File: config.mk
export PLATFORM = sky130hd
export DESIGN_NAME = rcf_reset_flags
export DESIGN_NICKNAME = d
export VERILOG_FILES = /design/src/verilog/rcf_pkg.sv /design/src/verilog/rcf_reset_flags.sv
export SDC_FILE = /design/constraint.sdc
export NUM_CORES = 1
export LEC_CHECK = 0
export BUFFER_PORTS_ARGS = -buffer_cell sky130_fd_sc_hd__buf_2
export CAP_MARGIN = 40
export CORE_ASPECT_RATIO = 0.75
export CORE_MARGIN = 2
export CORE_UTILIZATION = 44
export CTS_BUF_LIST = sky130_fd_sc_hd__clkbuf_16
export DETAILED_ROUTE_END_ITERATION = 16
export PLACE_DENSITY = 0.77
export SLEW_MARGIN = 0
export SYNTH_ARGS = -nofsm -noshare
export SYNTH_HDL_FRONTEND = slang
export SYNTH_SLANG_ARGS = --single-unit
File: constraint.sdc
create_clock -name CLOCK -period 5.9 [get_ports CLOCK]
set_input_delay 0.295 -clock CLOCK [delete_from_list [all_inputs] [get_ports CLOCK]]
set_output_delay 0.295 -clock CLOCK [all_outputs]
set_load 0.005 [all_outputs]
File: src/verilog/rcf_pkg.sv
// Constants, carriers and types of the reset-cause flag block
package rcf_pkg;

	// *****************************
	// Register offsets
	// *****************************
	localparam logic [11:0] ADDR_RESET_CAUSE = 12'hFD0;
	localparam logic [11:0] ADDR_STACK_PTR = 12'hFFC;
	localparam logic [11:0] ADDR_IRQ_STAT = 12'hF00;
	localparam logic [11:0] ADDR_IRQ_MASK = 12'hF01;

	// *****************************
	// Field positions
	// *****************************
	localparam int BIT_PRIO_EN = 7;
	localparam int BIT_SOFT_BO = 6;
	localparam int BIT_CFG_MIS = 5;
	localparam int BIT_RST_INSTR = 4;
	localparam int BIT_WDT_EXP = 3;
	localparam int BIT_PWRDN = 2;
	localparam int BIT_PWR_ON = 1;
	localparam int BIT_BROWNOUT = 0;
	localparam int BIT_STK_FULL = 7;
	localparam int BIT_STK_UNF = 6;
	localparam int SP_W = 5;

	// *****************************
	// Reset values and masks
	// *****************************
	localparam logic [7:0] RESET_CAUSE_INIT = 8'h3C;
	localparam logic [7:0] STACK_INIT = 8'h00;
	localparam logic [7:0] RC_SW_MASK = 8'hF3;
	localparam logic [7:0] STK_SW_MASK = 8'hDF;

	// *****************************
	// Program counter values
	// *****************************
	localparam int PC_W = 21;
	localparam logic [20:0] PC_RESET = 21'h000000;
	localparam logic [20:0] VEC_HIGH = 21'h000008;
	localparam logic [20:0] VEC_LOW = 21'h000018;
	localparam logic [20:0] PC_WAKE_STEP = 21'h000002;

	// *****************************
	// Modes, config and events
	// *****************************
	localparam logic [1:0] MODE_FULL = 2'h0;
	localparam logic [1:0] MODE_RUN = 2'h1;
	localparam logic [1:0] MODE_IDLE = 2'h2;
	localparam logic [1:0] MODE_SLEEP = 2'h3;
	localparam logic [1:0] BO_CFG_SOFT = 2'h1;
	localparam int NUM_EV = 8;
	localparam int EV_PWR_ON = 0;
	localparam int EV_BROWNOUT = 1;
	localparam int EV_RST_INSTR = 2;
	localparam int EV_MASTER_CLEAR_PIN = 3;
	localparam int EV_WDT = 4;
	localparam int EV_STK_FULL = 5;
	localparam int EV_STK_UNF = 6;
	localparam int EV_WAKE = 7;

	typedef struct packed {
		logic reset_instr;
		logic brownout;
		logic master_clear_pin;
		logic wdt_timeout;
		logic stack_full;
		logic stack_underflow;
		logic irq_wake;
	} rcf_evt_t;

	typedef struct packed {
		logic [11:0] addr;
		logic [7:0] wdata;
		logic wr;
		logic rd;
	} rcf_bus_t;

	typedef enum logic [1:0] {
		ST_BOOT = 2'b01,
		ST_RUN = 2'b10
	} rcf_state_t;

endpackage

File: src/verilog/rcf_reset_flags.sv
// Reset-cause and stack flag recorder with program counter reload
//
// Function
// - Plain registers survive every reset except power-on
// - Watchdog wake-up leaves the stack register unchanged
// - Power-on: PC zero, preset flags, clear others
// - Reset instruction: PC zero, clear its flag
// - Brown-out: PC zero, set four, clear own
// - Pin reset in run mode sets expiry flag
// - Pin reset idle/sleep: expiry set, powerdown clear
// - Watchdog reset full/run: PC zero, clear expiry
// - Pin reset at full power: flags unchanged
// - Stack full with enable: reset, set flag
// - Stack underflow with enable: reset, set flag
// - Underflow without enable: flag only, no reset
// - Watchdog wake: PC plus 2, clear two
// - Interrupt wake: PC plus 2, clear powerdown
// - Interrupt wake with enable loads vector
// - Soft brown-out enable kept only in soft mode
`timescale 1ns/1ps

module rcf_reset_flags import rcf_pkg::*; (
	// Clock and reset
	input wire logic CLOCK,
	input wire logic ARST_N,
	// Reset and wake events, one-cycle pulses
	input rcf_evt_t EVT,
	// Core state and configuration
	input wire logic [1:0] POWER_MODE,
	input wire logic [1:0] BROWNOUT_CONFIG_FIELD,
	input wire logic STACK_OVERFLOW_RESET_ENABLE,
	input wire logic IRQ_ENABLE_HIGH_PRIO,
	input wire logic IRQ_ENABLE_LOW_PRIO,
	input wire logic [20:0] CUR_PC,
	// Register port
	input rcf_bus_t BUS,
	output logic [7:0] RDATA,
	// Core control
	output logic PC_LOAD,
	output logic [20:0] PC_VALUE,
	output logic CORE_RESET,
	// Interrupt
	output logic IRQ
);

	// *****************************
	// Helpers
	// *****************************

	// Idle and sleep share the powerdown handling
	function automatic logic is_sleepy(input logic [1:0] m);
		is_sleepy = (m == MODE_IDLE) || (m == MODE_SLEEP);
	endfunction

	rcf_state_t state_r;
	logic [7:0] rc_r;
	logic [7:0] stk_r;
	logic [7:0] stat_r;
	logic [7:0] mask_r;
	logic [NUM_EV-1:0] win;
	logic [NUM_EV-1:0] ev;
	logic sleepy;
	logic stven;
	logic do_reset;
	logic wake;
	logic boot;
	logic wr_rc;
	logic wr_stk;
	logic soft_keep;

	assign sleepy = is_sleepy(POWER_MODE);
	assign stven = STACK_OVERFLOW_RESET_ENABLE;
	assign boot = (state_r == ST_BOOT);
	assign wr_rc = BUS.wr && (BUS.addr == ADDR_RESET_CAUSE);
	assign wr_stk = BUS.wr && (BUS.addr == ADDR_STACK_PTR);
	assign soft_keep = (BROWNOUT_CONFIG_FIELD == BO_CFG_SOFT) && rc_r[BIT_SOFT_BO];

	// *****************************
	// Boot sequencer
	// *****************************

	// One boot cycle after release; straps are sampled here, never in reset
	always_ff @(posedge CLOCK or negedge ARST_N) begin
		if (!ARST_N) begin
			state_r <= ST_BOOT;
		end else begin
			case (state_r)
				ST_BOOT: state_r <= ST_RUN;
				ST_RUN: state_r <= ST_RUN;
				default: state_r <= ST_BOOT;
			endcase
		end
	end

	// *****************************
	// Event arbitration
	// *****************************

	// One winner per cycle; brown-out outranks the pin and the watchdog
	always_comb begin
		win = '0;
		if (!boot) begin
			if (EVT.brownout) begin
				win[EV_BROWNOUT] = 1'b1;
			end else if (EVT.master_clear_pin) begin
				win[EV_MASTER_CLEAR_PIN] = 1'b1;
			end else if (EVT.wdt_timeout) begin
				win[EV_WDT] = 1'b1;
			end else if (EVT.reset_instr) begin
				win[EV_RST_INSTR] = 1'b1;
			end else if (EVT.stack_full) begin
				win[EV_STK_FULL] = 1'b1;
			end else if (EVT.stack_underflow) begin
				win[EV_STK_UNF] = 1'b1;
			end else if (EVT.irq_wake && POWER_MODE != MODE_FULL) begin
				win[EV_WAKE] = 1'b1;
			end
		end
	end

	// Stack events only restart the core when the enable is set
	assign do_reset = win[EV_BROWNOUT] | win[EV_MASTER_CLEAR_PIN] | win[EV_RST_INSTR]
		| (win[EV_WDT] & ~sleepy)
		| ((win[EV_STK_FULL] | win[EV_STK_UNF]) & stven);
	assign wake = win[EV_WAKE] | (win[EV_WDT] & sleepy);

	// *****************************
	// Reset cause register
	// *****************************

	// Software write first; hardware effects below override it
	always_ff @(posedge CLOCK or negedge ARST_N) begin
		if (!ARST_N) begin
			rc_r <= RESET_CAUSE_INIT;
		end else begin
			if (wr_rc) begin
				rc_r <= (BUS.wdata & RC_SW_MASK) | (rc_r & ~RC_SW_MASK);
			end
			if (boot) begin
				// Power-on: soft enable on only in soft mode
				rc_r[BIT_SOFT_BO] <= (BROWNOUT_CONFIG_FIELD == BO_CFG_SOFT);
			end else if (do_reset && !soft_keep) begin
				rc_r[BIT_SOFT_BO] <= 1'b0;
			end
			if (win[EV_BROWNOUT]) begin
				rc_r[BIT_CFG_MIS] <= 1'b1;
				rc_r[BIT_RST_INSTR] <= 1'b1;
				rc_r[BIT_WDT_EXP] <= 1'b1;
				rc_r[BIT_PWRDN] <= 1'b1;
				rc_r[BIT_BROWNOUT] <= 1'b0;
			end
			if (win[EV_RST_INSTR]) begin
				rc_r[BIT_RST_INSTR] <= 1'b0;
			end
			// Pin reset at full power touches no flag below the soft enable bit
			if (win[EV_MASTER_CLEAR_PIN] && sleepy) begin
				rc_r[BIT_WDT_EXP] <= 1'b1;
				rc_r[BIT_PWRDN] <= 1'b0;
			end else if (win[EV_MASTER_CLEAR_PIN] && POWER_MODE == MODE_RUN) begin
				rc_r[BIT_WDT_EXP] <= 1'b1;
			end
			if (win[EV_WDT]) begin
				rc_r[BIT_WDT_EXP] <= 1'b0;
			end
			if (win[EV_WDT] && sleepy) begin
				rc_r[BIT_PWRDN] <= 1'b0;
			end
			// Interrupt wake-ups are resumption: only powerdown changes
			if (win[EV_WAKE]) begin
				rc_r[BIT_PWRDN] <= 1'b0;
			end
		end
	end

	// *****************************
	// Stack pointer register
	// *****************************

	// Pointer bits survive all but power-on; hardware set beats clear
	always_ff @(posedge CLOCK or negedge ARST_N) begin
		if (!ARST_N) begin
			stk_r <= STACK_INIT;
		end else begin
			if (wr_stk) begin
				stk_r <= BUS.wdata & STK_SW_MASK;
			end
			if (win[EV_STK_FULL]) begin
				stk_r[BIT_STK_FULL] <= 1'b1;
			end
			if (win[EV_STK_UNF]) begin
				stk_r[BIT_STK_UNF] <= 1'b1;
			end
		end
	end

	// *****************************
	// Program counter control
	// *****************************

	// Restart vector, wake address or interrupt vector
	always_ff @(posedge CLOCK or negedge ARST_N) begin
		if (!ARST_N) begin
			PC_LOAD <= 1'b0;
			PC_VALUE <= PC_RESET;
			CORE_RESET <= 1'b0;
		end else begin
			PC_LOAD <= boot | do_reset | wake;
			CORE_RESET <= boot | do_reset;
			if (boot || do_reset) begin
				PC_VALUE <= PC_RESET;
			end else if (win[EV_WAKE] && IRQ_ENABLE_HIGH_PRIO) begin
				PC_VALUE <= VEC_HIGH;
			end else if (win[EV_WAKE] && IRQ_ENABLE_LOW_PRIO) begin
				PC_VALUE <= VEC_LOW;
			end else if (wake) begin
				PC_VALUE <= CUR_PC + PC_WAKE_STEP;
			end
		end
	end

	// *****************************
	// Interrupt status and mask
	// *****************************

	// Boot counts as the power-on event
	always_comb begin
		ev = win;
		ev[EV_PWR_ON] = boot;
	end

	// Write one to clear; a new event in the same cycle wins
	generate
		for (genvar i = 0; i < NUM_EV; i++) begin : g_stat
			always_ff @(posedge CLOCK or negedge ARST_N) begin
				if (!ARST_N) begin
					stat_r[i] <= 1'b0;
				end else if (ev[i]) begin
					stat_r[i] <= 1'b1;
				end else if (BUS.wr && BUS.addr == ADDR_IRQ_STAT && BUS.wdata[i]) begin
					stat_r[i] <= 1'b0;
				end
			end
		end
	endgenerate

	// Mask is plain storage
	always_ff @(posedge CLOCK or negedge ARST_N) begin
		if (!ARST_N) begin
			mask_r <= 8'h00;
		end else if (BUS.wr && BUS.addr == ADDR_IRQ_MASK) begin
			mask_r <= BUS.wdata;
		end
	end

	// Registered level; lags status by one cycle
	always_ff @(posedge CLOCK or negedge ARST_N) begin
		if (!ARST_N) begin
			IRQ <= 1'b0;
		end else begin
			IRQ <= |(stat_r & mask_r);
		end
	end

	// *****************************
	// Read port
	// *****************************

	// Data stand one cycle after the strobe; unmapped reads give zero
	always_ff @(posedge CLOCK or negedge ARST_N) begin
		if (!ARST_N) begin
			RDATA <= 8'h00;
		end else if (BUS.rd) begin
			case (BUS.addr)
				ADDR_RESET_CAUSE: RDATA <= rc_r;
				ADDR_STACK_PTR: RDATA <= stk_r;
				ADDR_IRQ_STAT: RDATA <= stat_r;
				ADDR_IRQ_MASK: RDATA <= mask_r;
				default: RDATA <= 8'h00;
			endcase
		end else begin
			RDATA <= 8'h00;
		end
	end
endmodule // rcf_reset_flags
After elaboration in Yosys (flattened, before gate mapping)
Cells that the tools add are included.
- input bits: 59
- output and inout bits: 32
- word-level logic and storage cells: 145
- flip-flop bits (word level): 65
- eq/ne operators: 10
- add/sub/neg operators: 1
- bitwise logic cells: 14
- muxes and demuxes: 54
- reductions and logical operators: 42
- operator list (operator ; number):
    two-way mux 21 bit ; 4
    == test 12 bit, second input constant ; 4
    two-way mux 1 bit ; 38
    case mux 8 bit (4 select lines) ; 1
    nonzero test 2 bit ; 12
    adder 21 x 2 -> 21 bit, second input constant ; 1
    logical AND 1 bit ; 20
    two-way mux 8 bit ; 2
    two-way mux 7 bit ; 2
    nonzero test 5 bit ; 2
    bitwise AND 8 bit ; 1
    two-way mux 4 bit ; 2
    OR 1 bit ; 8
    OR 8 x 4 -> 8 bit ; 1
    OR reduction 8 bit ; 1
    == test 2 x 1 -> 1 bit, second input constant ; 3
    == test 2 bit, second input constant ; 3
    two-way mux 3 bit ; 2
    two-way mux 6 bit ; 1
    nonzero test 3 bit ; 2
    two-way mux 2 bit ; 2
    nonzero test 4 bit ; 1
    bitwise AND 1 bit ; 3
    logical OR 1 bit ; 2
    other kinds (3) ; 3

Longest topological paths before layout
- word-level depth: 17
- gate-level depth with buffers: 9
- depth with buffers taken out: 6

Worst setup path before layout
Ideal clock, no wire load.
- kind: register to register
- start: register state_r[0]
- end: register PC_VALUE[4]
- arrival: 1.972 ns
- buffers on the path: 2
- setup slack: 3.807 ns
- setup time: 0.121 ns
- stages on the path, launching flop included: 8
- required time: 5.779 ns
- clock period less this slack: 2.093 ns
- cells stage by stage: dfstp_2 > ha_1 > or3_1 > buf_6 > or4_4 > buf_6 > mux2i_1 > a22o_1
- word-level cells in the longest chain between the ends: 8
- elaborated cells on any way between the ends: 18
- classes of those cells: eq/ne (1); mux (4); bitwise (9); reduce/logical (4)
- ends and longest elaborated chain (item ; RTL line ; RTL):
    start, declared ; rcf_reset_flags.sv:55 ; rcf_state_t state_r;
    start signal, assigned ; rcf_reset_flags.sv:85 ; state_r <= ST_BOOT;
    start signal, assigned ; rcf_reset_flags.sv:88 ; ST_BOOT: state_r <= ST_RUN;
    start signal, assigned ; rcf_reset_flags.sv:89 ; ST_RUN: state_r <= ST_RUN;
    == test 2 x 1 -> 1 bit (*) ; rcf_reset_flags.sv:73 ; assign boot = (state_r == ST_BOOT);
    net boot ; rcf_reset_flags.sv:66 ; logic boot;
    two-way mux 7 bit ; rcf_reset_flags.sv:102 ; if (!boot) begin
    OR 1 bit (2 in a row) ; rcf_reset_flags.sv:122 ; assign do_reset = win[EV_BROWNOUT] | win[EV_MASTER_CLEAR_PIN] | win[EV_RST_INSTR]
    OR 1 bit ; rcf_reset_flags.sv:123 ; | (win[EV_WDT] & ~sleepy)
    OR 1 bit ; rcf_reset_flags.sv:124 ; | ((win[EV_STK_FULL] | win[EV_STK_UNF]) & stven);
    logical OR 1 bit ; rcf_reset_flags.sv:209 ; if (boot || do_reset) begin
    nonzero test 4 bit (no line) / two-way mux 21 bit (equally long branches) ; - ;
    end signal, assigned ; rcf_reset_flags.sv:216 ; PC_VALUE <= CUR_PC + PC_WAKE_STEP;
    end, declared ; rcf_reset_flags.sv:40 ; output logic [20:0] PC_VALUE,
Mark *: on every way through the listed nets, which the timed path passes. The rest lies on a longest branch.
A chain may end at the register's enable or synchronous reset.

Worst setup path after layout
- start: register state_r[0]
- end: register PC_VALUE[6]
Same word-level chain as after synthesis.

==> metrics.md <==
| Metric | Value |
|---|---|
| Pleak | `0.00197 µW` |
| Area leader, netlist | `dfrtp_1` |
| Netlist cell types | `54` |
| DP HPWL | `7140 µm` |
| Initial core utilization | `45.4%` |
| Worst setup SP type | `register` |
| Hold WS | `121 ps` |
| Crit path DAT | `2600 ps` |
| FMAX | `411 MHz` |
| Htree depth | `3` |
| Final nets | `510` |
| Pin count of the biggest net entering global routing | `66` |
| Post_cts resized | `0` |
| Num CTS Buffers | `9` |
| # IOs | `91` |
| Final setup fails | `0` |
| Post-CTS setup buffer count | `0` |
| Reg clk slew, reported paths | `50 ps` |
| Largest vdd supply drop | `0.118 mV` |
| Synth Area per Inst | `9.84 µm²` |
| Final core occ | `55.8%` |
| Max_cap viols | `0` |
| Tot Pwr | `1150 µW` |
| Final period util | `41.2%` |
| Drt pass-1 iters | `6` |
| Final Hold Fails | `0` |
| Main synth FF type | `dfrtp_1` |
| Die area | `0.00891 mm²` |
| Cts hold-fix bufs | `0` |
| Pwr dens | `260 mW/mm²` |
| Share of the synthesized area in the top cell type | `41.8%` |
| Buffers added on ports | `90` |
| Die X | `108 µm` |
| GRT overflow | `0` |
| Core area | `0.00792 mm²` |
| Shortest period the worst path allows | `2430 ps` |
| Post-DR vias/cell | `6.02` |
| P&R area growth vs syn | `23.0%` |
| Worst setup path startpoint | `state_r[0]` |
| Skew-Pair Late Insertion Delay | `330 ps` |
| First-pass GRT wire length | `15200 µm` |
| Mapped Area | `0.00359 mm²` |
| Syn. warnings | `0` |
| Outcome | `complete, no violations` |
| Via count | `3364` |
| CTS Buffer Depth | `2` |
| Antenna Nets Post-Route | `0` |
| Height of the chip | `82.3 µm` |
| EDFF count, synth | `0` |
| Crit-path max FO | `14` |
| Seq cells post-synth | `65` |
| Final RePlAce weighted congestion | `0.973` |
| Avg WL per Cell | `17.7 µm` |
| Slew headroom | `44.5%` |
| Layout Skew | `4.30 ps` |
| DRT iter0 DRCs | `314` |
| Site Rows | `28` |
| Most frequent cell after synthesis | `dfrtp_1` |
| Layout cells sized above 1 | `30.8%` |
| Worst R2R Start | `state_r[0]` |
| GRT Total Usage | `22.4%` |
| Critical path capture point type | `register` |
| Number of global-route vias before repair | `2975` |
| Synth top cells by count | `dfrtp_1, nor3_1, nand3_1, o21ai_0, inv_1` |
| Total Neg Setup Slack | `0 ps` |
| RSZ-0062 raised after global routing | `false` |
| Asr flop ratio synth | `100%` |
| Worst EP required | `6060 ps` |
| CTS tree | `built` |
| Critical path class | `register to register` |
| Routed wire length | `9880 µm` |
| Worst slew pin tran | `832 ps` |
| CTS root buffer | `clkbuf_16` |
| Mapped Nets | `426` |
| Post-Syn Instances | `365` |
| Antenna cells | `0` |
| CTS sink count | `65` |
| Initial antenna violation count | `0` |
| Ranking of synthesized cells by area | `dfrtp_1, mux2_2, dfstp_2, nor3_1, nand3_1` |
| Pins over their slew limit | `0` |
| Drt drc | `0` |
| Min-Delay Path Class | `primary input to async pin` |
| Seq/Total Area, Yosys | `45.5%` |
cell usage in the layout, fill, tap and decap left out, types with 3 or more instances in the layout:
cell,Yosys,routed
nor4_1,5,5
nor4b_1,7,7
a211oi_1,14,14
dfstp_2,5,5
nand3_1,23,23
nand2_1,13,13
inv_1,19,19
nor2_1,16,16
or3_1,5,5
o21ai_0,23,23
nor3_1,25,25
a31oi_1,7,7
clkbuf_16,0,9
o2bb2ai_1,3,3
a2bb2oi_1,4,4
nand4_1,13,13
a22oi_1,4,4
xnor2_1,11,11
and4_1,9,9
xor2_1,3,3
a21oi_1,15,15
buf_2,3,90
dfrtp_1,60,60
o21a_1,7,7
mux2_2,15,15
path summary, 6_finish.rpt:
kind,endpoint,slack (ps),depth (start not counted)
setup / recovery,PC_VALUE[6],3470,5
hold / removal,PC_LOAD,120,2
setup reg to reg,PC_VALUE[6],3470,5
hold reg to reg,PC_VALUE[11],490,1
max in group asynchronous,PC_VALUE[2],5200,2
min in group CLOCK,stat_r[2],210,2
critical path, cell delays in order (launching register included):
cell	delay, ps
dfstp_2	360
ha_1	310
or3_1	540
or4_4	640
nand2_2	270
a211oi_1	140
flip-flops by register name (all words and copies together), names as in the netlist:
signal,flops
PC_VALUE,21
RDATA,8
mask_r,8
rc_r,8
stat_r,8
stk_r,7
state_r,2
CORE_RESET,1
IRQ,1
PC_LOAD,1
power breakdown:
| part | switching, µW | internal (µW) |
|---|---|---|
| logic | 67.5 | 38.7 |
| clock network | 203 | 373 |
| registers | 7.84 | 458 |
| total | 278 | 870 |
routing by layer:
metal | wire [µm] | share of wire (%) | up-vias | GRT usage (%)
met5 | 0 | 0 | - | 0
met4 | 175 | 1.8 | 0 | 6.15
met3 | 906 | 9.2 | 30 | 5.42
met2 | 4490 | 45 | 158 | 34.7
met1 | 4310 | 44 | 1613 | 31.6
li1 | - | - | 1563 | -
cell families (layout without fill, tap and decap cells):
group	count (synthesis)	after routing	share of synthesized area [%]
xor gates and xnor gates	14	14	3.41
adders and majority gates	2	2	0.697
AOI/OAI and AO/OA	91	91	17.2
buffers and inverters	38	127	4.70
DFF	65	65	45.5
and+or+nand+nor	138	138	23.3
muxes	17	17	5.26
cell type report:
type | instances | area [µm²]
clock buffer | 9 | 225
sequential | 65 | 1630
timing repair buffer | 92 | 465
tap | 105 | 131
fill | 714 | 3500
multi-input combinational | 262 | 1790
inverter | 19 | 71.3
clock inverter | 7 | 100
per-stage QoR:
stage / area [µm²] / instances / worst slack, ps
final: 4420 / 559 / 3470
after global routing: 4420 / 559 / 3360
after CTS: 4420 / 559 / 3470
after detailed placement: 4090 / 543 / 3480
after global placement: 4090 / 543 / 3570
after floorplan: 3590 / 365 / 3810
Power figures use the tool's default switching activity.
